### src/rtl/mrs_defines.svh
`ifndef MRS_DEFINES_SVH
`define MRS_DEFINES_SVH

// ==========================================================================
// Function codes and exception codes
`define MRS_FC_RD_HOLD 8'h03
`define MRS_FC_RD_INPUT 8'h04
`define MRS_FC_WR_SINGLE 8'h06
`define MRS_FC_WR_MULTI 8'h10
`define MRS_FC_EXC_FLAG 8'h80
`define MRS_EXC_FUNCTION 8'h01
`define MRS_EXC_ADDRESS 8'h02
`define MRS_EXC_VALUE 8'h03
`define MRS_EXC_BUSY 8'h06
`define MRS_EXC_PROTECT 8'h14

// ==========================================================================
// Frame layout and limits
`define MRS_MAX_REGS 16'h0010
`define MRS_BUF_LEN 6'h29
`define MRS_MIN_FRAME 6'h04
`define MRS_FIXED_LEN 6'h08
`define MRS_MULTI_HDR 6'h09
`define MRS_EXC_LEN 6'h03
`define MRS_WR_RESP_LEN 6'h06
`define MRS_RD_HDR_LEN 6'h03
`define MRS_BAD_VALUE 16'hffff
`define MRS_ADDR_OFFSET 16'h0001

// ==========================================================================
// CRC-16 constants
`define MRS_CRC_INIT 16'hffff
`define MRS_CRC_POLY 16'ha001

`endif

### src/rtl/mrs_pkg.sv
package mrs_pkg;

  // ========================================================================
  // Controller states
  typedef enum logic [4:0] {
    ST_IDLE = 5'b00001,
    ST_RECV = 5'b00010,
    ST_CHECK = 5'b00100,
    ST_EXEC = 5'b01000,
    ST_SEND = 5'b10000
  } mrs_state_e;

  typedef logic [7:0] mrs_byte_t;
  typedef logic [15:0] mrs_word_t;

endpackage : mrs_pkg

### src/rtl/mrs_param_slave.sv
`timescale 1ns/100ps
`default_nettype none
`include "mrs_defines.svh"

module mrs_param_slave
  import mrs_pkg::*;
(
  input wire logic clk_sys,
  input wire logic rst,
  input wire mrs_byte_t rx_data,
  input wire logic rx_valid,
  input wire logic rx_frame_end,
  output mrs_byte_t tx_data,
  output logic tx_valid,
  input wire logic tx_ready,
  input wire mrs_byte_t station_id_setting,
  input wire logic address_offset_mode,
  input wire logic drive_busy,
  input wire logic write_protect,
  output mrs_word_t par_addr,
  input wire mrs_word_t par_rdata,
  input wire logic par_exists,
  input wire logic par_writable,
  output logic par_wr_en,
  output mrs_word_t par_wdata
);

  function automatic logic is_read_fc(input mrs_byte_t f);
    return (f == `MRS_FC_RD_HOLD) || (f == `MRS_FC_RD_INPUT);
  endfunction : is_read_fc

  function automatic mrs_word_t map_addr(input mrs_word_t a, input logic m);
    return m ? a + `MRS_ADDR_OFFSET : a;
  endfunction : map_addr

  // ========================================================================
  // State
  mrs_state_e state_reg, state_next;
  mrs_byte_t rx_buf_reg [0:40];
  mrs_byte_t rx_buf_next [0:40];
  mrs_word_t rd_val_reg [0:15];
  mrs_word_t rd_val_next [0:15];
  logic [5:0] rx_cnt_reg, rx_cnt_next;
  logic rx_ovf_reg, rx_ovf_next;
  logic [4:0] idx_reg, idx_next;
  logic [4:0] n_reg, n_next;
  logic [4:0] good_reg, good_next;
  logic [1:0] phase_reg, phase_next;
  logic exc_reg, exc_next;
  mrs_byte_t exc_code_reg, exc_code_next;
  logic [5:0] tx_idx_reg, tx_idx_next;
  logic tx_valid_reg, tx_valid_next;
  mrs_byte_t tx_data_reg, tx_data_next;
  mrs_word_t par_addr_reg, par_addr_next;
  logic par_wr_en_reg, par_wr_en_next;
  mrs_word_t par_wdata_reg, par_wdata_next;

  mrs_byte_t fn;
  mrs_word_t st_addr, qty;
  logic qty_ok;
  logic [5:0] resp_len, wr_pos;
  mrs_byte_t resp_byte;
  logic tx_load;
  logic rx_crc_en, tx_crc_en;
  mrs_word_t rx_crc, tx_crc;

  assign fn = rx_buf_reg[1];
  assign st_addr = {rx_buf_reg[2], rx_buf_reg[3]};
  assign qty = {rx_buf_reg[4], rx_buf_reg[5]};
  assign qty_ok = (qty != 16'h0000) && (qty <= `MRS_MAX_REGS);
  assign wr_pos = 6'h07 + {idx_reg, 1'b0};
  assign tx_load = (state_reg == ST_SEND) && (!tx_valid_reg || tx_ready);
  assign rx_crc_en = rx_valid && ((state_reg == ST_IDLE) ||
    ((state_reg == ST_RECV) && (rx_cnt_reg != `MRS_BUF_LEN)));
  assign tx_crc_en = tx_load && (tx_idx_reg < resp_len);

  // ========================================================================
  // CRC of the incoming frame and of the reply
  mrs_crc16 u_rx_crc (
    .clk_sys(clk_sys),
    .rst(rst),
    .clr(state_reg == ST_IDLE),
    .en(rx_crc_en),
    .data(rx_data),
    .crc(rx_crc)
  );

  mrs_crc16 u_tx_crc (
    .clk_sys(clk_sys),
    .rst(rst),
    .clr(state_reg != ST_SEND),
    .en(tx_crc_en),
    .data(resp_byte),
    .crc(tx_crc)
  );

  // ========================================================================
  // Reply byte selection
  always_comb
  begin
    if (exc_reg)
      resp_len = `MRS_EXC_LEN;
    else if (is_read_fc(fn))
      resp_len = `MRS_RD_HDR_LEN + {n_reg, 1'b0};
    else
      resp_len = `MRS_WR_RESP_LEN;
    resp_byte = tx_crc[7:0];
    if (tx_idx_reg == 6'h00)
      resp_byte = rx_buf_reg[0];
    else if (tx_idx_reg == 6'h01)
      resp_byte = exc_reg ? (fn | `MRS_FC_EXC_FLAG) : fn;
    else if (tx_idx_reg == 6'h02 && exc_reg)
      resp_byte = exc_code_reg;
    else if (tx_idx_reg == 6'h02 && is_read_fc(fn))
      resp_byte = {2'b00, n_reg, 1'b0};
    else if (tx_idx_reg < resp_len && is_read_fc(fn))
      resp_byte = tx_idx_reg[0] ?
        rd_val_reg[4'((tx_idx_reg - 6'h03) >> 1)][15:8] :
        rd_val_reg[4'((tx_idx_reg - 6'h03) >> 1)][7:0];
    else if (tx_idx_reg < resp_len)
      resp_byte = rx_buf_reg[tx_idx_reg];
    else if (tx_idx_reg != resp_len)
      resp_byte = tx_crc[15:8];
  end

  // ========================================================================
  // Controller
  always_comb
  begin
    state_next = state_reg;
    rx_buf_next = rx_buf_reg;
    rd_val_next = rd_val_reg;
    rx_cnt_next = rx_cnt_reg;
    rx_ovf_next = rx_ovf_reg;
    idx_next = idx_reg;
    n_next = n_reg;
    good_next = good_reg;
    phase_next = phase_reg;
    exc_next = exc_reg;
    exc_code_next = exc_code_reg;
    tx_idx_next = tx_idx_reg;
    tx_valid_next = tx_valid_reg;
    tx_data_next = tx_data_reg;
    par_addr_next = par_addr_reg;
    par_wr_en_next = 1'b0;
    par_wdata_next = par_wdata_reg;
    unique case (state_reg)
      ST_IDLE:
      begin
        if (rx_valid)
        begin
          rx_buf_next[0] = rx_data;
          rx_cnt_next = 6'h01;
          rx_ovf_next = 1'b0;
          state_next = ST_RECV;
        end
      end
      ST_RECV:
      begin
        // Bytes past the buffer only mark the frame as bad.
        if (rx_valid && rx_cnt_reg == `MRS_BUF_LEN)
          rx_ovf_next = 1'b1;
        else if (rx_valid)
        begin
          rx_buf_next[rx_cnt_reg] = rx_data;
          rx_cnt_next = rx_cnt_reg + 6'h01;
        end
        if (rx_frame_end)
          state_next = ST_CHECK;
      end
      ST_CHECK:
      begin
        idx_next = 5'h00;
        phase_next = 2'h0;
        good_next = 5'h00;
        n_next = qty[4:0];
        exc_next = 1'b1;
        tx_idx_next = 6'h00;
        state_next = ST_SEND;
        exc_code_next = `MRS_EXC_FUNCTION;
        if (rx_ovf_reg || rx_cnt_reg < `MRS_MIN_FRAME || rx_crc != 16'h0000 ||
            rx_buf_reg[0] != station_id_setting)
        begin
          exc_next = 1'b0;
          state_next = ST_IDLE;
        end
        else if (is_read_fc(fn))
        begin
          if (!qty_ok || rx_cnt_reg != `MRS_FIXED_LEN)
            exc_code_next = `MRS_EXC_VALUE;
          else if (drive_busy)
            exc_code_next = `MRS_EXC_BUSY;
          else
          begin
            exc_next = 1'b0;
            state_next = ST_EXEC;
          end
        end
        else if (fn == `MRS_FC_WR_SINGLE || fn == `MRS_FC_WR_MULTI)
        begin
          if (fn == `MRS_FC_WR_SINGLE)
            n_next = 5'h01;
          if (fn == `MRS_FC_WR_SINGLE ? rx_cnt_reg != `MRS_FIXED_LEN :
              (!qty_ok || rx_buf_reg[6] != {qty[6:0], 1'b0} ||
               rx_cnt_reg != `MRS_MULTI_HDR + {qty[4:0], 1'b0}))
            exc_code_next = `MRS_EXC_VALUE;
          else if (drive_busy)
            exc_code_next = `MRS_EXC_BUSY;
          else if (write_protect)
            exc_code_next = `MRS_EXC_PROTECT;
          else
          begin
            exc_next = 1'b0;
            state_next = ST_EXEC;
          end
        end
      end
      ST_EXEC:
      begin
        // Each register takes three steps: address out, answer sampled,
        // then, on a write, the strobe with address and data still held.
        if (phase_reg == 2'h0)
        begin
          par_addr_next = map_addr(st_addr + {11'h000, idx_reg},
            address_offset_mode);
          par_wdata_next = (fn == `MRS_FC_WR_SINGLE) ? qty :
            {rx_buf_reg[wr_pos], rx_buf_reg[wr_pos + 6'h01]};
          phase_next = 2'h1;
        end
        else if (phase_reg == 2'h1)
        begin
          if (is_read_fc(fn))
          begin
            rd_val_next[idx_reg[3:0]] = par_exists ? par_rdata :
              `MRS_BAD_VALUE;
            good_next = good_reg + {4'h0, par_exists};
          end
          else
          begin
            par_wr_en_next = par_exists && par_writable;
            good_next = good_reg + {4'h0, par_exists && par_writable};
          end
          phase_next = 2'h2;
        end
        else if (idx_reg == n_reg - 5'h01)
        begin
          exc_next = (good_reg == 5'h00);
          exc_code_next = `MRS_EXC_ADDRESS;
          tx_idx_next = 6'h00;
          state_next = ST_SEND;
        end
        else
        begin
          idx_next = idx_reg + 5'h01;
          phase_next = 2'h0;
        end
      end
      ST_SEND:
      begin
        if (tx_load && tx_idx_reg == resp_len + 6'h02)
        begin
          tx_valid_next = 1'b0;
          state_next = ST_IDLE;
        end
        else if (tx_load)
        begin
          tx_data_next = resp_byte;
          tx_valid_next = 1'b1;
          tx_idx_next = tx_idx_reg + 6'h01;
        end
      end
    endcase
  end

  always_ff @(posedge clk_sys or posedge rst)
  begin
    if (rst)
    begin
      state_reg <= ST_IDLE;
      for (int i = 0; i < 41; i++)
        rx_buf_reg[i] <= 8'h00;
      for (int i = 0; i < 16; i++)
        rd_val_reg[i] <= 16'h0000;
      rx_cnt_reg <= 6'h00;
      rx_ovf_reg <= 1'b0;
      idx_reg <= 5'h00;
      n_reg <= 5'h00;
      good_reg <= 5'h00;
      phase_reg <= 2'h0;
      exc_reg <= 1'b0;
      exc_code_reg <= 8'h00;
      tx_idx_reg <= 6'h00;
      tx_valid_reg <= 1'b0;
      tx_data_reg <= 8'h00;
      par_addr_reg <= 16'h0000;
      par_wr_en_reg <= 1'b0;
      par_wdata_reg <= 16'h0000;
    end
    else
    begin
      state_reg <= state_next;
      rx_buf_reg <= rx_buf_next;
      rd_val_reg <= rd_val_next;
      rx_cnt_reg <= rx_cnt_next;
      rx_ovf_reg <= rx_ovf_next;
      idx_reg <= idx_next;
      n_reg <= n_next;
      good_reg <= good_next;
      phase_reg <= phase_next;
      exc_reg <= exc_next;
      exc_code_reg <= exc_code_next;
      tx_idx_reg <= tx_idx_next;
      tx_valid_reg <= tx_valid_next;
      tx_data_reg <= tx_data_next;
      par_addr_reg <= par_addr_next;
      par_wr_en_reg <= par_wr_en_next;
      par_wdata_reg <= par_wdata_next;
    end
  end

  assign tx_data = tx_data_reg;
  assign tx_valid = tx_valid_reg;
  assign par_addr = par_addr_reg;
  assign par_wr_en = par_wr_en_reg;
  assign par_wdata = par_wdata_reg;
endmodule : mrs_param_slave

`default_nettype wire

### src/rtl/mrs_crc16.sv
`timescale 1ns/100ps
`default_nettype none
`include "mrs_defines.svh"

module mrs_crc16
  import mrs_pkg::*;
(
  input wire logic clk_sys,
  input wire logic rst,
  input wire logic clr,
  input wire logic en,
  input wire mrs_byte_t data,
  output var mrs_word_t crc
);

  function automatic mrs_word_t crc_byte(input mrs_word_t c,
    input mrs_byte_t d);
    mrs_word_t r;
    r = c ^ {8'h00, d};
    for (int i = 0; i < 8; i++)
    begin
      r = r[0] ? ((r >> 1) ^ `MRS_CRC_POLY) : (r >> 1);
    end
    return r;
  endfunction : crc_byte

  mrs_word_t crc_reg;
  mrs_word_t crc_next;
  mrs_word_t base;

  // A clear together with a byte starts a new sum with that byte.
  always_comb
  begin
    base = clr ? `MRS_CRC_INIT : crc_reg;
    crc_next = en ? crc_byte(base, data) : base;
  end

  always_ff @(posedge clk_sys or posedge rst)
  begin
    if (rst)
      crc_reg <= `MRS_CRC_INIT;
    else
      crc_reg <= crc_next;
  end

  assign crc = crc_reg;

endmodule : mrs_crc16

`default_nettype wire

### config.mk
export PLATFORM = sky130hd
export DESIGN_NAME = mrs_param_slave
export DESIGN_NICKNAME = d
export VERILOG_FILES = /design/src/rtl/mrs_pkg.sv /design/src/rtl/mrs_param_slave.sv /design/src/rtl/mrs_crc16.sv
export VERILOG_INCLUDE_DIRS = /design/src /design/src/rtl
export SDC_FILE = /design/constraint.sdc
export NUM_CORES = 2
export LEC_CHECK = 0
export BUFFER_PORTS_ARGS = -buffer_cell sky130_fd_sc_hd__buf_2
export CAP_MARGIN = 20
export CORE_ASPECT_RATIO = 0.5
export CORE_MARGIN = 1
export CORE_UTILIZATION = 65
export CTS_BUF_LIST = sky130_fd_sc_hd__clkbuf_8
export DETAILED_ROUTE_END_ITERATION = 8
export GPL_TIMING_DRIVEN = 0
export PLACE_DENSITY_LB_ADDON = 0.12
export SYNTH_ARGS = -nofsm -noshare
export SYNTH_HDL_FRONTEND = slang
export SYNTH_HIERARCHICAL = 1
export SYNTH_SLANG_ARGS = --single-unit
### constraint.sdc
create_clock -name clk_sys -period 31.2 [get_ports clk_sys]
set_clock_uncertainty 0.05 [all_clocks]
set_input_delay 6.24 -clock clk_sys [delete_from_list [all_inputs] [get_ports clk_sys]]
set_output_delay 6.24 -clock clk_sys [all_outputs]
set_load 0.01 [all_outputs]
* Yosys cells after proc, flatten, opt, wreduce, memory -nomap -nowiden
Index checks and enable logic that the tools add are counted.
** Word-level totals
- Register bits :: 702
- Input port bits :: 42
- Output and inout port bits :: 42
- Logic and storage cells :: 340
** Cells by class
- $add $sub $neg :: 14
- Magnitude comparators :: 11
- Eq/ne operators :: 36
- Muxes and demuxes :: 131
- Bitwise operators :: 27
- Reduce and logical (&&, ||, !) cells :: 47
** Operators with widths (number)
- 2-to-1 mux 328 bit :: 2
- 2-to-1 mux 16 bit :: 26
- bitwise mux 328 bit :: 1
- bitwise mux 256 bit :: 1
- 2-to-1 mux 8 bit :: 22
- binary-select mux 8 bit (select 6 bit) :: 3
- 2-to-1 mux 5 bit :: 28
- binary-select mux 16 bit (select 4 bit) :: 1
- demux 16 bit (select 4 bit) :: 1
- 2-to-1 mux 6 bit :: 10
- demux 8 bit (select 6 bit) :: 1
- NOT 2 -> 3 bit :: 16
- case mux 8 bit (2 select lines) :: 2
- nonzero test 16 bit :: 2
- bitwise XOR 16 x 8 -> 16 bit :: 2
- >= comparator 7 bit (second input constant) :: 4
- NOT 6 -> 7 bit :: 4
- case mux 5 bit (5 select lines) :: 1
- inequality test 2 bit (second input constant) :: 11
- 2-to-1 mux 1 bit :: 20
- case mux 5 bit (2 select lines) :: 2
- adder 6 x 1 -> 6 bit (second input constant) :: 3
- case mux 6 bit (3 select lines) :: 1
- adder 16 x 1 -> 16 bit (second input constant) :: 1
- other kinds (55) :: 101

* Depth between registers and ports, before layout
- Depth in word-level cells :: 30
- Gate-level depth with buffers :: 23
- Depth with buffers taken out :: 20

* Cells and area by module
The synthesis kept the hierarchy.
** By module, submodules not included
- mrs_param_slave :: instances 1, cells an instance 3344, area each 35987.0 um^2
- mrs_crc16 :: instances 2, cells an instance 115, area each 1064.8 um^2

* Worst setup path before layout
No wires, ideal clock.
- Kind :: input -> register
- Start point :: input port rx_data[2]
- End point :: register u_rx_crc.crc_reg[0] (netlist: u_rx_crc/crc[0])
- Arrival :: 7.897 ns
- Required time :: 31.062 ns
- Path slack :: 23.165 ns
- Stages on the path :: 6
- Path buffers :: 0
- Cell sequence :: or3_4 -> a211o_1 -> and4_4 -> or4_4 -> a2111oi_4 -> a211oi_2
** On the way
- Cells in the longest elaborated chain, start to end :: 11
** RTL lines
- from (decl) :: line mrs_param_slave.sv:10 : input wire mrs_byte_t rx_data,
- bitwise XOR 16 x 8 -> 16 bit * :: line mrs_crc16.sv:19 : r = c ^ {8'h00, d};
- 2-to-1 mux 16 bit * :: line mrs_crc16.sv:22 : r = r[0] ? ((r >> 1) ^ `MRS_CRC_POLY) : (r >> 1);
- NOT 2 -> 3 bit (no source line)
- 2-to-1 mux 16 bit * (7 in a row) :: line mrs_crc16.sv:22
- 2-to-1 mux 16 bit * :: line mrs_crc16.sv:35 : crc_next = en ? crc_byte(base, data) : base;
- net u_rx_crc.crc_next[0] :: line mrs_crc16.sv:28 : mrs_word_t crc_next;
- to (signal assigned) :: line mrs_crc16.sv:41 : crc_reg <= `MRS_CRC_INIT;
- to (signal assigned) :: line mrs_crc16.sv:43 : crc_reg <= crc_next;
- to (decl) :: line mrs_crc16.sv:27 : mrs_word_t crc_reg;
The timed path passes the listed nets; every way through them passes the cells marked *.
A chain may end at the register's enable or synchronous reset.

* Worst setup path in the final report
- Start point :: input port rx_valid
- End point :: register rx_buf_reg[46] in the netlist's numbering
** On the way
- Cells in the longest elaborated chain, start to end :: 3
** RTL lines
- from (decl) :: line mrs_param_slave.sv:11 : input wire logic rx_valid,
- logical AND 1 bit (no source line)
- NOT 1 bit (no source line)
- AND reduction 3 bit (no source line) *
- to (signal assigned) :: line mrs_param_slave.sv:302 : rx_buf_reg <= rx_buf_next;
- to (decl) :: line mrs_param_slave.sv:39 : mrs_byte_t rx_buf_reg [0:40];
Mark *: on every way between the ends. The rest lies on a longest branch, timed or not.

==> reports/results.txt <==
Mean post-synth cell area - 10.66 um2
Setup crit end kind - register
HP Class - reg -> reg
WP data arrival - 9.19 ns
Initial core utilization - 66.13%
Row count - 62
Max Cap Viol - 0
Post-DRT Antenna Nets - 0
Setup tns final - 0 ns
DRT Wirelength - 155.2 mm
WS Path Type - in -> reg
Final setup viols - 0
Sink Count - 698
Placer congestion estimate - 1.111
Routed wire per std cell - 33.54 um
Die Width - 344.5 um
Count of cell types in the netlist - 100
Fill cells - 4052
Clk buf depth - 3
Initial antenna violation count - 6
Unrepaired setup endpoints after global routing - false
PD cells - 59.44 nW/um2
Cell Area, Synth - 38120 um2
Met1 Track Usage GR - 68.26%
Seq/Total Area, Yosys - 45.93%
Grt ovf - 0
First-pass GRT wire length - 220.6 mm
Most frequent cell after synthesis - dfrtp_1
M3 GR Usage - 29.18%
DRT iter0 DRCs - 6167
Setup bufs post-CTS - 0
Grt met2 use - 69.92%
CTS tree - built
Final worst path period share - 27.69%
Fmax - 115.7 MHz
Yosys top cell area share - 43.66%
Failing checks - design-rule violations
Die area - 59670 um2
Syn Nets - 3648
Post-synthesis cell count - 3574
Inserted Clock Buffers - 98
Clock slew at reported path FFs - 0.07 ns
Post-DP Area - 39670 um2
Synthesis-to-finish area growth - 9.736%
Core ar. - 57640 um2
Run status - finished, violations left
Detailed-route via count - 34140
CP required - 31.75 ns
Vias in the first global route - 32250
Die Ht - 173.2 um
Synth top cells by count - 665 x dfrtp_1, 550 x nand2_1, 353 x o21ai_0
Gr usage total - 52.09%
Final min period - 8.641 ns
Synth area leader - dfrtp_1
Vias per cell - 7.379
CTS root buffer - clkbuf_8
Num ports - 84
Final worst slack - 22.56 ns
DRC - 1
Router iterations before antenna repair - 9
Final Hold Viols - 0
Layout cells sized above 1 - 22.78%
Crit path max fanout - 8
H-tree Lvls - 3
Crit start category - input pin
Leak pwr - 18.69 nW
Ys Warns - 6
Largest net degree at the start of global routing - 136
Number of synthesized register bits - 698
Slew @ Worst Pin - 1.317 ns
Synth Flop Type - dfrtp_1
Maximum vdd drop - 0.03608 mV
Share of flip-flops with an asynchronous set or reset - 100.0%
Worst slack at placement - 22.14 ns
Number of synthesized flops with an enable pin - 0
Hold buffer count at cts - 0
Port bufs - 83
Worst slew margin - 12.17%
Final net count - 3843
GRT Max-Usage Layer - met2
Max FFs per register - 304
Synth area leaders - dfrtp_1 44%, mux2_2 10%, mux4_2 9.0%
Hpwl dp - 113.5 mm
Worst-Skew Late Latency - 0.75 ns
Max Slew Vio Count - 0
Post-CTS sizing - 0
Finished Cell Area - 41830 um2
[logic make-up after synthesis]
group                      count (synthesis)  share of synthesized area [%]
and+or+nand+nor                         1062                          12.65
AOI/OAI and AO/OA                        776                          12.77
DFF                                      698                          45.93
muxes                                    598                          21.90
buffers and inverters                    312                          3.397
xor gates and xnor gates                  95                          2.242
adders and majority gates                 33                          1.096
[layout make-up]
class	instances	area, um2	area share, %
Clock buffer	132	1817	4.343
Sequential cell	698	17510	41.86
Buffer	266	1122	2.683
Timing Repair Buffer	95	613.1	1.466
Antenna cell	13	32.53	0.07777
Multi-Input combinational cell	2564	19310	46.17
Inverter	46	180.2	0.4308
Tap cell	768	960.9	2.297
Clock inverter	45	280.3	0.6701
[cell usage in the layout (no fill, tap or decap), types with 36 or more instances in the layout]
master    Yosys  final
mux2i_1      86     86
a21oi_1      85     85
mux4_2      153    153
clkbuf_1    187    187
buf_2        51    137
o21ai_0     353    353
nor3_1       61     61
nand3_1      93     93
dfrtp_1     665    665
clkbuf_8      0    132
xnor2_1      56     56
mux2_2      338    338
inv_1        43     70
nor2_1      153    153
xor2_1       36     36
nand2_1     550    550
[layer usage]
layer	part of all wire [%]	routed length, um
met4	6.1	9440
met2	40	61540
met3	18	28250
met1	36	55790
met5	0.10	159
[path summary, 6_finish.rpt]
path,depth (start not counted),slack (ns),to,from
max in group asynchronous,5,23.20,rd_val_reg[235],rst
hold reg to reg,2,0.43,par_addr[10],par_addr[10]
hold / removal,2,0.43,par_addr[10],par_addr[10]
min in group asynchronous,2,5.66,qty[5],rst
setup / recovery,6,22.56,rx_buf_reg[46],rx_valid
setup reg to reg,20,23.02,u_tx_crc/crc[0],tx_idx_reg[0]
[report_power, final]
group          internal [mW]  switching [mW]
registers              0.993           0.148
logic                  0.238           0.325
clock network          0.396           0.386
total                   1.63           0.859
[metrics by stage]
stage | utilization [%] | hold slack, ns | instances | total power, mW
floorplan | - | 0.3922 | 3574 | 1.468
global placement | 68.52 | 0.4056 | 4425 | 1.655
detailed placement | 68.83 | 0.4116 | 4434 | 1.673
CTS | 72.47 | 0.4277 | 4611 | 2.434
global route | 72.52 | 0.4533 | 4615 | 2.542
finish | 72.57 | 0.4314 | 4627 | 2.486
[critical path, cell delays in order]
cell	delay, ns
buf_2	0.24
and3_1	0.26
nand2_1	0.16
nor3_1	1.02
nand2_1	0.77
mux2_2	0.48
No activity file was read; power rests on OpenSTA's default activity.
